==> src/design/bcc_pkg.sv <==
// package: register map, field layout, reset values and timing of the buck1 config block
package bcc_pkg;
    // ------------------------------------------------------------
    // bus geometry
    // ------------------------------------------------------------
    localparam int ADDR_W = 16;
    localparam int DATA_W = 16;

    // ------------------------------------------------------------
    // register offsets
    // ------------------------------------------------------------
    localparam logic [ADDR_W-1:0] ADDR_CTRL1 = 16'h4056;
    localparam logic [ADDR_W-1:0] ADDR_CTRL2 = 16'h4057;
    localparam logic [ADDR_W-1:0] ADDR_IRQ_STS = 16'h40F0;
    localparam logic [ADDR_W-1:0] ADDR_IRQ_MASK = 16'h40F1;
    localparam logic [ADDR_W-1:0] ADDR_STATE = 16'h40F2;

    // ------------------------------------------------------------
    // field positions
    // ------------------------------------------------------------
    localparam int FREQ_LSB = 8;
    localparam int FLT_BIT = 7;
    localparam int SS_LSB = 4;
    localparam int CAP_LSB = 0;
    localparam int ERR_LSB = 14;
    localparam int SRC_LSB = 11;
    localparam int VSEL_BIT = 10;
    localparam int MODE_LSB = 8;
    localparam int IRQ_UV_BIT = 0;
    localparam int ST_SHUT_BIT = 0;
    localparam int ST_SS_BIT = 1;
    localparam int ST_HWC_BIT = 2;
    localparam int ST_ON_BIT = 3;

    // ------------------------------------------------------------
    // reset values
    // ------------------------------------------------------------
    localparam logic [1:0] FREQ_RST = 2'h0;
    localparam logic FLT_RST = 1'b0;
    localparam logic [1:0] SS_RST = 2'h0;
    localparam logic [1:0] CAP_RST = 2'h0;
    localparam logic [1:0] ERR_RST = 2'h0;
    localparam logic [1:0] SRC_RST = 2'h0;
    localparam logic VSEL_RST = 1'b0;
    localparam logic [1:0] MODE_RST = 2'h3;
    localparam logic MASK_RST = 1'b0;

    // ------------------------------------------------------------
    // field encodings
    // ------------------------------------------------------------
    localparam logic [1:0] FREQ_RSVD = 2'h0;
    localparam logic [1:0] FREQ_2M0_2U2 = 2'h1;
    localparam logic [1:0] FREQ_4M0_1U0 = 2'h2;
    localparam logic [1:0] FREQ_4M0_0U5 = 2'h3;
    localparam logic [1:0] CAP_4U7_20U = 2'h0;
    localparam logic [1:0] CAP_22U_47U = 2'h2;
    localparam logic [1:0] ERR_IGNORE = 2'h0;
    localparam logic [1:0] ERR_SHUT_CONV = 2'h1;
    localparam logic [1:0] ERR_SHUT_SYS = 2'h2;
    localparam logic [1:0] SRC_NONE = 2'h0;
    localparam logic [1:0] SRC_HWC1 = 2'h1;
    localparam logic [1:0] SRC_HWC2 = 2'h2;
    localparam logic [1:0] SRC_EITHER = 2'h3;
    localparam logic [1:0] MODE_FCCM = 2'h0;
    localparam logic [1:0] MODE_OFF = 2'h1;
    localparam logic [1:0] MODE_LDO = 2'h2;
    localparam logic [1:0] MODE_HYST = 2'h3;

    // ------------------------------------------------------------
    // timing
    // ------------------------------------------------------------
    localparam int CLK_MHZ = 250;
    localparam int SS_STEPS = 8;
    localparam int SS_BASE_US = 32;
    localparam int SS_BASE_CYC = SS_BASE_US * CLK_MHZ;
    localparam int SS_CNT_W = 17;
endpackage

==> src/design/bcc_sync.sv <==
// two-flop synchroniser for pins from outside the clock domain
`timescale 1ns/10ps
`default_nettype none
module bcc_sync #(
    parameter int WIDTH = 1
) (
    input wire logic sys_clk,
    input wire logic reset,
    input wire logic [WIDTH-1:0] async_in,
    output logic [WIDTH-1:0] sync_out
);
    logic [WIDTH-1:0] meta_r;

    // ------------------------------------------------------------
    // first stage feeds only the second
    // ------------------------------------------------------------
    always_ff @(posedge sys_clk or posedge reset) begin
        if (reset) begin
            meta_r <= '0;
            sync_out <= '0;
        end else begin
            meta_r <= async_in;
            sync_out <= meta_r;
        end
    end
endmodule // bcc_sync
`default_nettype wire

==> src/design/bcc_softstart.sv <==
// soft-start sequencer: eight current-limit steps of selectable length
`timescale 1ns/10ps
`default_nettype none
module bcc_softstart
    import bcc_pkg::*;
#(
    parameter int unsigned BASE_CYC = bcc_pkg::SS_BASE_CYC,
    parameter int CNT_W = bcc_pkg::SS_CNT_W
) (
    input wire logic sys_clk,
    input wire logic reset,
    input wire logic run,
    input wire logic [1:0] step_sel,
    output logic [2:0] step_r,
    output logic active_r
);
    typedef enum logic [1:0] {SS_IDLE, SS_RUN, SS_DONE} bcc_ss_state_t;

    bcc_ss_state_t state_r, state_nxt;
    logic [CNT_W-1:0] cnt_r, cnt_nxt;
    logic [CNT_W-1:0] len;
    logic [2:0] step_nxt;
    logic active_nxt;

    // ------------------------------------------------------------
    // step sequencing
    // ------------------------------------------------------------
    always_comb begin
        len = CNT_W'(BASE_CYC) << step_sel; // 32/64/128/256 us per step
        state_nxt = state_r;
        cnt_nxt = cnt_r;
        step_nxt = step_r;
        if (!run) begin
            // dropping run aborts the ramp at any point
            state_nxt = SS_IDLE;
            cnt_nxt = '0;
            step_nxt = 3'h0;
        end else begin
            unique case (state_r)
                SS_IDLE: begin
                    state_nxt = SS_RUN;
                    cnt_nxt = '0;
                    step_nxt = 3'h0;
                end
                SS_RUN: begin
                    if (cnt_r >= len - CNT_W'(1)) begin
                        cnt_nxt = '0;
                        if (step_r == 3'(SS_STEPS - 1)) begin
                            state_nxt = SS_DONE;
                        end else begin
                            step_nxt = step_r + 3'h1;
                        end
                    end else begin
                        cnt_nxt = cnt_r + CNT_W'(1);
                    end
                end
                SS_DONE: begin
                    state_nxt = SS_DONE;
                end
            endcase
        end
        active_nxt = (state_nxt == SS_RUN);
    end

    // registers
    always_ff @(posedge sys_clk or posedge reset) begin
        if (reset) begin
            state_r <= SS_IDLE;
            cnt_r <= '0;
            step_r <= 3'h0;
            active_r <= 1'b0;
        end else begin
            state_r <= state_nxt;
            cnt_r <= cnt_nxt;
            step_r <= step_nxt;
            active_r <= active_nxt;
        end
    end
endmodule // bcc_softstart
`default_nettype wire

==> src/design/bcc_ctrl.sv <==
// buck1 configuration and control: registers, undervoltage response, hardware-control override
`timescale 1ns/10ps
`default_nettype none
module bcc_ctrl #(
    parameter int unsigned SS_BASE_CYC = bcc_pkg::SS_BASE_CYC
) (
    input wire logic sys_clk,
    input wire logic reset,
    input wire logic [bcc_pkg::ADDR_W-1:0] addr,
    input wire logic [bcc_pkg::DATA_W-1:0] wr_data,
    input wire logic wr_en,
    input wire logic rd_en,
    output logic [bcc_pkg::DATA_W-1:0] rd_data,
    input wire logic cfg_load,
    input wire logic [1:0] cfg_switch_freq,
    input wire logic [1:0] cfg_output_cap_range,
    input wire logic conv_enable_req,
    input wire logic [1:0] normal_op_mode,
    input wire logic hw_ctrl_1,
    input wire logic hw_ctrl_2,
    input wire logic uv_error,
    output logic [1:0] buck1_switch_freq,
    output logic [1:0] buck1_output_cap_range,
    output logic conv_on,
    output logic output_discharge,
    output logic [2:0] softstart_step,
    output logic softstart_active,
    output logic use_sleep_voltage,
    output logic [1:0] eff_op_mode,
    output logic hw_ctrl_active,
    output logic sys_reset_req,
    output logic irq
);
    import bcc_pkg::*;

    logic [1:0] freq_r, freq_nxt, cap_r, cap_nxt, ss_r, ss_nxt;
    logic float_r, float_nxt;
    logic [1:0] err_r, err_nxt, src_r, src_nxt, mode_r, mode_nxt;
    logic vsel_r, vsel_nxt;
    logic sts_r, sts_nxt, mask_r, mask_nxt, irq_nxt;
    logic shut_r, shut_nxt, sysrst_nxt, uv_d_r;
    logic on_nxt, dis_nxt, sleep_nxt, hwa_nxt;
    logic [1:0] opm_nxt;
    logic [DATA_W-1:0] rd_nxt;
    logic [2:0] pins_s;
    logic uv_rise, wr1, wr2;

    // ------------------------------------------------------------
    // pin synchronisers
    // ------------------------------------------------------------
    bcc_sync #(.WIDTH(3)) u_sync (
        .sys_clk(sys_clk),
        .reset(reset),
        .async_in({uv_error, hw_ctrl_2, hw_ctrl_1}),
        .sync_out(pins_s)
    );

    assign uv_rise = pins_s[2] && !uv_d_r; // one event per error, not per cycle
    assign wr1 = wr_en && (addr == ADDR_CTRL1);
    assign wr2 = wr_en && (addr == ADDR_CTRL2);

    // ------------------------------------------------------------
    // configuration registers
    // ------------------------------------------------------------
    always_comb begin
        freq_nxt = freq_r;
        cap_nxt = cap_r;
        float_nxt = float_r;
        ss_nxt = ss_r;
        err_nxt = err_r;
        src_nxt = src_r;
        vsel_nxt = vsel_r;
        mode_nxt = mode_r;
        mask_nxt = mask_r;
        // bus writes cannot touch these two; only a memory load does
        if (cfg_load) begin
            freq_nxt = cfg_switch_freq;
            cap_nxt = cfg_output_cap_range;
        end
        if (wr1) begin
            float_nxt = wr_data[FLT_BIT];
            ss_nxt = wr_data[SS_LSB +: 2];
        end
        if (wr2) begin
            err_nxt = wr_data[ERR_LSB +: 2];
            src_nxt = wr_data[SRC_LSB +: 2];
            vsel_nxt = wr_data[VSEL_BIT];
            mode_nxt = wr_data[MODE_LSB +: 2];
        end
        if (wr_en && addr == ADDR_IRQ_MASK) begin
            mask_nxt = wr_data[IRQ_UV_BIT];
        end
    end

    always_ff @(posedge sys_clk or posedge reset) begin
        if (reset) begin
            freq_r <= FREQ_RST;
            cap_r <= CAP_RST;
            float_r <= FLT_RST;
            ss_r <= SS_RST;
            err_r <= ERR_RST;
            src_r <= SRC_RST;
            vsel_r <= VSEL_RST;
            mode_r <= MODE_RST;
            mask_r <= MASK_RST;
        end else begin
            freq_r <= freq_nxt;
            cap_r <= cap_nxt;
            float_r <= float_nxt;
            ss_r <= ss_nxt;
            err_r <= err_nxt;
            src_r <= src_nxt;
            vsel_r <= vsel_nxt;
            mode_r <= mode_nxt;
            mask_r <= mask_nxt;
        end
    end

    // ------------------------------------------------------------
    // undervoltage response, interrupt and converter control
    // ------------------------------------------------------------
    always_comb begin
        // interrupt regardless of action; set beats read-clear
        sts_nxt = sts_r;
        if (rd_en && addr == ADDR_IRQ_STS) begin
            sts_nxt = 1'b0;
        end
        if (uv_rise) begin
            sts_nxt = 1'b1;
        end
        irq_nxt = sts_nxt && !mask_nxt; // mask bit set blocks the line
        // shutdown latch holds until software withdraws the enable request
        shut_nxt = shut_r;
        if (!conv_enable_req) begin
            shut_nxt = 1'b0;
        end
        if (uv_rise && err_r == ERR_SHUT_CONV) begin
            shut_nxt = 1'b1;
        end
        sysrst_nxt = uv_rise && (err_r == ERR_SHUT_SYS);
        // reserved action code 11 is treated as ignore
        unique case (src_r)
            SRC_NONE: hwa_nxt = 1'b0;
            SRC_HWC1: hwa_nxt = pins_s[0];
            SRC_HWC2: hwa_nxt = pins_s[1];
            SRC_EITHER: hwa_nxt = pins_s[0] || pins_s[1];
        endcase
        if (hwa_nxt) begin
            sleep_nxt = vsel_r;
            opm_nxt = mode_r;
        end else begin
            sleep_nxt = 1'b0;
            opm_nxt = normal_op_mode;
        end
        on_nxt = conv_enable_req && !shut_nxt && (opm_nxt != MODE_OFF);
        dis_nxt = !on_nxt && !float_r;
    end

    always_ff @(posedge sys_clk or posedge reset) begin
        if (reset) begin
            sts_r <= 1'b0;
            irq <= 1'b0;
            shut_r <= 1'b0;
            sys_reset_req <= 1'b0;
            uv_d_r <= 1'b0;
            hw_ctrl_active <= 1'b0;
            use_sleep_voltage <= 1'b0;
            eff_op_mode <= MODE_RST;
            conv_on <= 1'b0;
            output_discharge <= 1'b1;
        end else begin
            sts_r <= sts_nxt;
            irq <= irq_nxt;
            shut_r <= shut_nxt;
            sys_reset_req <= sysrst_nxt;
            uv_d_r <= pins_s[2];
            hw_ctrl_active <= hwa_nxt;
            use_sleep_voltage <= sleep_nxt;
            eff_op_mode <= opm_nxt;
            conv_on <= on_nxt;
            output_discharge <= dis_nxt;
        end
    end

    // ------------------------------------------------------------
    // soft-start sequencer, restarted by each turn-on
    // ------------------------------------------------------------
    bcc_softstart #(.BASE_CYC(SS_BASE_CYC), .CNT_W(SS_CNT_W)) u_ss (
        .sys_clk(sys_clk),
        .reset(reset),
        .run(conv_on),
        .step_sel(ss_r),
        .step_r(softstart_step),
        .active_r(softstart_active)
    );

    // ------------------------------------------------------------
    // read path and field outputs
    // ------------------------------------------------------------
    always_comb begin
        rd_nxt = '0; // unmapped addresses and idle cycles read zero
        if (rd_en) begin
            unique case (addr)
                ADDR_CTRL1: begin
                    rd_nxt[FREQ_LSB +: 2] = freq_r;
                    rd_nxt[FLT_BIT] = float_r;
                    rd_nxt[SS_LSB +: 2] = ss_r;
                    rd_nxt[CAP_LSB +: 2] = cap_r;
                end
                ADDR_CTRL2: begin
                    rd_nxt[ERR_LSB +: 2] = err_r;
                    rd_nxt[SRC_LSB +: 2] = src_r;
                    rd_nxt[VSEL_BIT] = vsel_r;
                    rd_nxt[MODE_LSB +: 2] = mode_r;
                end
                ADDR_IRQ_STS: rd_nxt[IRQ_UV_BIT] = sts_r;
                ADDR_IRQ_MASK: rd_nxt[IRQ_UV_BIT] = mask_r;
                ADDR_STATE: begin
                    rd_nxt[ST_SHUT_BIT] = shut_r;
                    rd_nxt[ST_SS_BIT] = softstart_active;
                    rd_nxt[ST_HWC_BIT] = hw_ctrl_active;
                    rd_nxt[ST_ON_BIT] = conv_on;
                end
                default: rd_nxt = '0;
            endcase
        end
    end

    always_ff @(posedge sys_clk or posedge reset) begin
        if (reset) begin
            rd_data <= '0;
            buck1_switch_freq <= FREQ_RST;
            buck1_output_cap_range <= CAP_RST;
        end else begin
            rd_data <= rd_nxt;
            buck1_switch_freq <= freq_nxt;
            buck1_output_cap_range <= cap_nxt;
        end
    end
endmodule // bcc_ctrl
`default_nettype wire

==> config.mk <==
export PLATFORM = sky130hd
export DESIGN_NAME = bcc_ctrl
export DESIGN_NICKNAME = d
export VERILOG_FILES = /design/src/design/bcc_pkg.sv /design/src/design/bcc_sync.sv /design/src/design/bcc_softstart.sv /design/src/design/bcc_ctrl.sv
export SDC_FILE = /design/constraint.sdc
export NUM_CORES = 1
export LEC_CHECK = 0
export BUFFER_PORTS_ARGS = -buffer_cell sky130_fd_sc_hd__buf_4
export CORE_ASPECT_RATIO = 0.75
export CORE_MARGIN = 10
export CORE_UTILIZATION = 40
export CTS_CLUSTER_DIAMETER = 100
export DETAILED_ROUTE_END_ITERATION = 12
export PLACE_DENSITY = 0.71
export SYNTH_ARGS = -nofsm -noshare
export SYNTH_HDL_FRONTEND = slang
export SYNTH_SLANG_ARGS = --single-unit
==> constraint.sdc <==
create_clock -name sys_clk -period 2.8 [get_ports sys_clk]
set_input_delay 0.14 -clock sys_clk [delete_from_list [all_inputs] [get_ports sys_clk]]
set_output_delay 0.14 -clock sys_clk [all_outputs]
set_load 0.1 [all_outputs]
==> flow_metrics.py, run 1 <==
metrics = {
    "outcome": {
        "run_status": "finished, final reports clean",
    },
    "cells_and_area": {
        "fin_nets": 429,
        "drive_above_1_share": 0.313,
        "layout_commonest_cell": "sky130_fd_sc_hd__buf_4",
        "layout.cells.most_common_list": "sky130_fd_sc_hd__buf_4 (71), sky130_fd_sc_hd__dfrtp_1 (64), sky130_fd_sc_hd__nor2_1 (27)",
        "flow.area_growth_from_synthesis_pct": 28.9,
        "diodes": 0,
        "fillCellCount": 703,
    },
    "setup_path": {
        "cpMaxStageDelayCell": "sky130_fd_sc_hd__dfrtp_1",
        "arrival_ns": 2.73,
        "cp_cell_sequence": "inv_1 > ha_1 > ha_1 > nand4_1 > nor3_1 > o311ai_2 > a31oi_1 > o21a_1 > o22ai_1",
        "cp.buffers_inverters": 1,
        "critical_path_required_ns": 3.03,
        "crit_path_start_kind": "flop",
        "most_common_cell_type_on_the_critical_path": "sky130_fd_sc_hd__ha_1",
        "worst-path-max-fanout": 6,
        "endpoint_kind": "flop",
        "critical-path-max-stage-delay_ns": 0.46,
        "category_of_cells_accounting_for_the_largest_share_of_critical_path_delay": "compound AO/OA/AOI/OAI gates",
        "timing_worst_setup_path_type": "reg -> reg",
    },
    "power_and_ir_drop": {
        "power.static_leakage_nw": 1.98,
        "total_power_mw": 2.15,
        "vdd.ir_drop.worst_mv": 0.245,
        "power_density_mw_per_mm2": 524,
    },
    "synthesis": {
        "count_of_synthesis_stage_warnings_from_yosys": 0,
        "postSynth.asyncResetShare": 1.00,
        "mappedNetlistArea_mm2": 0.00318,
        "seq_area_frac_synth": 0.545,
        "synth-main-ff-cell": "sky130_fd_sc_hd__dfrtp_1",
        "synth_cell_type_count": 46,
        "number_of_enable_type_register_cells_in_the_synthesized_netlist": 0,
        "syn-mean-instance-area_um2": 11.4,
        "synthesized_netlist_cell_count": 278,
        "ys_ff_latch": 69,
    },
    "global_route": {
        "gr-max-usage-layer": "met2",
        "grt_remaining_overflow": 0,
        "initial_antenna_violation_count": 0,
        "gr-usage-all-layers": 0.131,
        "vias_in_the_first_global_route": 2480,
        "grt_start_max_net_pins": 36,
        "met1_capacity_usage_during_global_routing": 0.172,
        "grt_first_pass_wirelength_um": 12500,
        "grtUsageMet3": 0.0552,
        "grt.met2_usage": 0.191,
    },
    "clocking": {
        "numCtsBuffers": 9,
        "post_cts_resize_count": 0,
        "cts.htree.levels": 3,
        "clock-root-buffer": "sky130_fd_sc_hd__clkbuf_8",
        "postCtsSetupBuffers": 0,
        "cts_max_path_buffers": 2,
        "hold_buffers": 4,
        "worst_skew_pair.late_latency_ns": 0.35,
        "cts_tree": "built",
        "cts.sink_count": 69,
        "clkSlewWorstSetupHoldPaths_ns": 0.08,
    },
    "placed_design": {
        "place.detailed.hpwl_um": 5730,
        "gp_congestion": 0.776,
        "placement.setup.worst_slack_ns": 0.334,
        "portBuffers": 71,
    },
    "floorplan": {
        "die_w_um": 123,
        "coreArea_mm2": 0.00781,
        "die_area_mm2": 0.0120,
        "initial_utilization": 0.407,
        "dieHeight_um": 97.2,
        "rows": 28,
        "num_io_pins": 79,
    },
    "route": {
        "drt_first_pass_iters": 4,
        "detail_route.wirelength_um": 7410,
        "drt.antenna.violating_nets": 0,
        "drt-wirelength-per-cell_um": 15.7,
        "drt-initial-drc-count": 132,
        "post_drt_via_cell_ratio": 4.86,
        "routed-via-count": 2294,
        "detail_route.drc_violations": 0,
    },
    "sta": {
        "finalMaxSlewViolations": 0,
        "timing_worst_slew_pin_value_ns": 0.737,
        "period_needed_ns": 2.50,
        "clock-skew-final_ns": 0.00747,
        "post-route-period-util": 0.892,
        "fmaxAchievable_mhz": 400,
        "hold_violations": 0,
        "setup_tns_ns": 0,
        "final.setup.worst_slack_ns": 0.303,
        "unrepaired_setup_endpoints_after_global_routing": "false",
        "timing.max_slew.rel_slack": 0.508,
        "setup_violations": 0,
    },
    "min_path": {
        "hold_path_class": "in -> reg",
    },
    "flow_run": {
        "maxCapViolations": 0,
    },
}
-- worst reg2reg max path: stages (launching register included) --
cell	delay (ns)
sky130_fd_sc_hd__dfrtp_1	0.46
sky130_fd_sc_hd__inv_1	0.16
sky130_fd_sc_hd__ha_1	0.31
sky130_fd_sc_hd__ha_1	0.32
sky130_fd_sc_hd__nand4_1	0.16
sky130_fd_sc_hd__nor3_1	0.25
sky130_fd_sc_hd__o311ai_2	0.15
sky130_fd_sc_hd__a31oi_1	0.28
sky130_fd_sc_hd__o21a_1	0.20
sky130_fd_sc_hd__o22ai_1	0.10
-- layer usage --
metal  up-vias  wire [um]
li1       1131          -
met5         -          0
met1      1089       3490
met3        10        540
met2        64       3280
met4         0         97
-- synth_stat cells (2+ instances only) --
library cell | instances | area [um^2]
sky130_fd_sc_hd__dfrtp_1 | 64 | 1600
sky130_fd_sc_hd__mux2i_1 | 3 | 30.0
sky130_fd_sc_hd__nor2_1 | 27 | 101
sky130_fd_sc_hd__nand2b_1 | 2 | 12.5
sky130_fd_sc_hd__ha_1 | 20 | 250
sky130_fd_sc_hd__nor2b_1 | 3 | 18.8
sky130_fd_sc_hd__inv_1 | 17 | 63.8
sky130_fd_sc_hd__and2_1 | 6 | 37.5
sky130_fd_sc_hd__a22o_1 | 2 | 17.5
sky130_fd_sc_hd__conb_1 | 2 | 7.51
sky130_fd_sc_hd__and3_1 | 8 | 50.1
sky130_fd_sc_hd__xor2_1 | 14 | 123
sky130_fd_sc_hd__buf_4 | 2 | 15.0
sky130_fd_sc_hd__nand2_1 | 21 | 78.8
sky130_fd_sc_hd__mux2_2 | 16 | 180
sky130_fd_sc_hd__o31ai_1 | 2 | 15.0
sky130_fd_sc_hd__nor4_1 | 4 | 25.0
sky130_fd_sc_hd__nor3_1 | 4 | 20.0
sky130_fd_sc_hd__nor3b_1 | 2 | 15.0
sky130_fd_sc_hd__nand4_1 | 5 | 31.3
sky130_fd_sc_hd__o22ai_1 | 3 | 18.8
sky130_fd_sc_hd__a21oi_1 | 5 | 25.0
sky130_fd_sc_hd__nand3_1 | 16 | 80.1
sky130_fd_sc_hd__and4_1 | 2 | 17.5
sky130_fd_sc_hd__nor4b_1 | 3 | 26.3
sky130_fd_sc_hd__dfstp_2 | 5 | 131
-- final timing paths --
kind / from / to / slack, ns / cells after the start
hold reg to reg: u_sync.meta_r[0]$_DFF_PP0_ / u_sync.sync_out[0]$_DFF_PP0_ / 0.35 / 0
max in group asynchronous: reset / mode_r[0]$_DFFE_PP1P_ / 1.62 / 4
setup reg to reg: ss_r[1]$_DFFE_PP0P_ / u_ss.step_r[1]$_DFFE_PP0P_ / 0.30 / 9
min in group asynchronous: reset / u_ss.state_r[0]$_DFF_PP0_ / 0.48 / 3
setup / recovery: ss_r[1]$_DFFE_PP0P_ / u_ss.step_r[1]$_DFFE_PP0P_ / 0.30 / 9
hold / removal: wr_data[11] / src_r[0]$_DFFE_PP0P_ / 0.02 / 2
-- sequential cells by signal, indices dropped and copies added (netlist names), 2 cells and up --
register and cells:
u_sync.meta_r 3, eff_op_mode 2, u_ss.cnt_r 17, u_ss.step_r 3, ss_r 2, buck1_switch_freq 2
buck1_output_cap_range 2, mode_r 2, err_r 2, rd_data 14, u_ss.state_r 2, src_r 2
u_sync.sync_out 3
-- logic make-up after synthesis --
group           after synthesis  synth area share
other cells                   2           0.00236
compound gates               25            0.0629
flops                        69             0.545
fa+ha+maj                    20            0.0787
buf+inv                      21            0.0295
mux                          19            0.0661
simple gates                107             0.174
xor+xnor                     15            0.0413
-- report_power, final --
group | switching [mW] | internal, mW | leakage (nW)
clock | 0.396 | 0.504 | 0.106
combinational | 0.147 | 0.0730 | 0.968
sequential | 0.0140 | 1.02 | 0.906
-- through the flow --
| step | util | cell area [um^2] | cells | hold WS (ns) |
|---|---|---|---|---|
| final | 0.525 | 4100 | 472 | 0.0184 |
| after global routing | 0.525 | 4100 | 472 | 0.000389 |
| after CTS | 0.525 | 4100 | 472 | 0.00756 |
| after detailed placement | 0.491 | 3840 | 452 | 0.251 |
| after global placement | 0.491 | 3840 | 452 | 0.250 |
| after floorplan | - | 3180 | 279 | 0.171 |
-- area by class of cell --
class	count	area (um^2)	area share
repair buffers	76	593	0.145
clock inverters	7	97.6	0.0238
inverters	17	63.8	0.0156
flip-flops and latches	69	1730	0.423
clock buffers	9	124	0.0302
multi-input cells	189	1360	0.331
well taps	105	131	0.0320
Power figures use the tool's default switching activity.
==> inputs of run 2 (changes only) <==
--- a/config.mk
+++ b/config.mk
@@ -5,13 +5,13 @@
 export SDC_FILE = /design/constraint.sdc
 export NUM_CORES = 1
 export LEC_CHECK = 0
-export BUFFER_PORTS_ARGS = -buffer_cell sky130_fd_sc_hd__buf_4
+export BUFFER_PORTS_ARGS = -buffer_cell sky130_fd_sc_hd__buf_2
 export CORE_ASPECT_RATIO = 0.75
 export CORE_MARGIN = 10
-export CORE_UTILIZATION = 40
+export CORE_UTILIZATION = 46
 export CTS_CLUSTER_DIAMETER = 100
 export DETAILED_ROUTE_END_ITERATION = 12
-export PLACE_DENSITY = 0.71
+export PLACE_DENSITY = 0.79
 export SYNTH_ARGS = -nofsm -noshare
 export SYNTH_HDL_FRONTEND = slang
 export SYNTH_SLANG_ARGS = --single-unit
==> flow_metrics.py, run 2 (same netlist as run 1, synthesis figures left out) <==
metrics = {
    "outcome": {
        "run_status": "finished, final reports clean",
    },
    "flow_run": {
        "maxCapViolations": 0,
    },
    "power_and_ir_drop": {
        "p_sw_frac": 0.263,
        "power.static_leakage_nw": 1.93,
        "power.switching_uw": 535,
        "power_density_mw_per_mm2": 525,
        "p_clk_frac": 0.397,
        "power.sequential.fraction": 0.506,
        "vdd.ir_drop.worst_mv": 0.232,
        "power.share.combinational": 0.097,
        "total_power_mw": 2.03,
        "power_report.internal_total_mw": 1.50,
    },
    "route": {
        "post_drt_via_cell_ratio": 5.23,
        "drt_first_pass_iters": 4,
        "detail_route.drc_violations": 0,
        "routed-via-count": 2363,
        "drt-wirelength-per-cell_um": 15.8,
        "drt-initial-drc-count": 142,
        "drt.antenna.violating_nets": 0,
        "detail_route.wirelength_um": 7160,
    },
    "sta": {
        "timing.max_slew.rel_slack": 0.562,
        "setup_violations": 0,
        "finalMaxSlewViolations": 0,
        "setup_tns_ns": 0,
        "period_needed_ns": 2.48,
        "final.setup.worst_slack_ns": 0.321,
        "clock-skew-final_ns": 0.0107,
        "post-route-period-util": 0.885,
        "hold_violations": 0,
        "fmaxAchievable_mhz": 403,
        "timing_worst_slew_pin_value_ns": 0.656,
        "worst_hold_slack_ns": 0.0154,
        "unrepaired_setup_endpoints_after_global_routing": "false",
    },
    "floorplan": {
        "die_area_mm2": 0.0107,
        "coreArea_mm2": 0.00677,
        "rows": 26,
        "initial_utilization": 0.470,
        "dieHeight_um": 92.0,
        "die_w_um": 116,
        "num_io_pins": 79,
    },
    "min_path": {
        "hold_path_class": "in -> reg",
    },
    "setup_path": {
        "timing_worst_setup_path_type": "reg -> reg",
        "arrival_ns": 2.76,
        "crit_path_start_kind": "flop",
        "critical_path_required_ns": 3.08,
        "worst-path-max-fanout": 15,
        "endpoint_kind": "flop",
    },
    "clocking": {
        "postCtsSetupBuffers": 0,
        "cts.sink_count": 69,
        "clkSlewWorstSetupHoldPaths_ns": 0.08,
        "post_cts_resize_count": 0,
        "cts_tree": "built",
        "cts_max_path_buffers": 2,
        "numCtsBuffers": 9,
        "clock-root-buffer": "sky130_fd_sc_hd__clkbuf_8",
        "hold_buffers": 4,
        "worst_skew_pair.late_latency_ns": 0.35,
        "cts.htree.levels": 3,
    },
    "placed_design": {
        "gp_congestion": 0.832,
        "placed_cells": 432,
        "place.detailed.hpwl_um": 5500,
        "dpl-instance-area_mm2": 0.00363,
        "portBuffers": 71,
        "placement.setup.worst_slack_ns": 0.309,
    },
    "global_route": {
        "grt_remaining_overflow": 0,
        "vias_in_the_first_global_route": 2430,
        "initial_antenna_violation_count": 0,
        "grt_first_pass_wirelength_um": 11800,
        "grt_start_max_net_pins": 33,
        "gr-usage-all-layers": 0.140,
    },
    "cells_and_area": {
        "fin_nets": 430,
        "stdcell_area_mm2": 0.00387,
        "drive_above_1_share": 0.315,
        "reg_top3": "u_ss.cnt_r (17), rd_data (14)",
        "flow.area_growth_from_synthesis_pct": 21.7,
        "post-route-util": 0.572,
        "fin_cells": 452,
        "layout_commonest_cell": "sky130_fd_sc_hd__buf_2",
        "fillCellCount": 563,
        "number_of_flip_flops_under_the_largest_register_name": 17,
        "layout.cells.most_common_list": "sky130_fd_sc_hd__buf_2 (71), sky130_fd_sc_hd__dfrtp_1 (64), sky130_fd_sc_hd__nor2_1 (27)",
        "largest-register": "u_ss.cnt_r",
        "diodes": 0,
    },
}
-- run 2: cell types whose count changed in the layout (fill, tap and decap cells not counted), sizes merged --
cell      change
inv           -1
clkbuf        +1
clkinvlp      +1
buf           +1
bufinv        -1
-- run 2: final timing paths --
path,from,endpoint,slack [ns],cells after the start
worst min register to register,u_sync.meta_r[2]$_DFF_PP0_,u_sync.sync_out[2]$_DFF_PP0_,0.36,0
worst max register to register,ss_r[1]$_DFFE_PP0P_,u_ss.cnt_r[16]$_DFFE_PP0P_,0.32,10
worst max-delay path,ss_r[1]$_DFFE_PP0P_,u_ss.cnt_r[16]$_DFFE_PP0P_,0.32,10
min in group asynchronous,reset,u_ss.cnt_r[15]$_DFFE_PP0P_,0.43,3
worst min-delay path,wr_data[12],src_r[1]$_DFFE_PP0P_,0.02,2
max in group asynchronous,reset,mode_r[0]$_DFFE_PP1P_,1.61,4
-- run 2: worst max-delay path: stages (launching register included) --
cell,delay (ns)
sky130_fd_sc_hd__dfrtp_1,0.45
sky130_fd_sc_hd__inv_1,0.14
sky130_fd_sc_hd__ha_1,0.23
sky130_fd_sc_hd__nor2_1,0.12
sky130_fd_sc_hd__ha_1,0.25
sky130_fd_sc_hd__nor2_1,0.17
sky130_fd_sc_hd__nor3b_1,0.08
sky130_fd_sc_hd__o311ai_2,0.35
sky130_fd_sc_hd__nand3_2,0.18
sky130_fd_sc_hd__o21a_4,0.31
sky130_fd_sc_hd__nor2_1,0.12
-- run 2: metal layers --
layer,GRT usage,share of wire
met1,0.178,0.45
met2,0.209,0.45
met3,0.0495,0.076
met4,0.0624,0.018
met5,0,0
-- run 2: layout make-up --
cell class,count,area [um^2],share of cell area
clock inverter,6,62.6,0.0162
inverter,17,63.8,0.0165
tap,84,105,0.0272
sequential,69,1730,0.448
timing repair buffer,77,410,0.106
multi-input combinational,189,1360,0.351
clock buffer,10,138,0.0356
-- run 2: power by group through the flow --
stage / Clock (mW) / Sequential, mW / Combinational [mW]
finish: 0.806 / 1.03 / 0.196
global route: 0.862 / 1.03 / 0.212
CTS: 0.822 / 1.03 / 0.199
detailed placement: 0 / 1.05 / 0.194
global placement: 0 / 1.05 / 0.190
floorplan: 0 / 1.12 / 0.0620
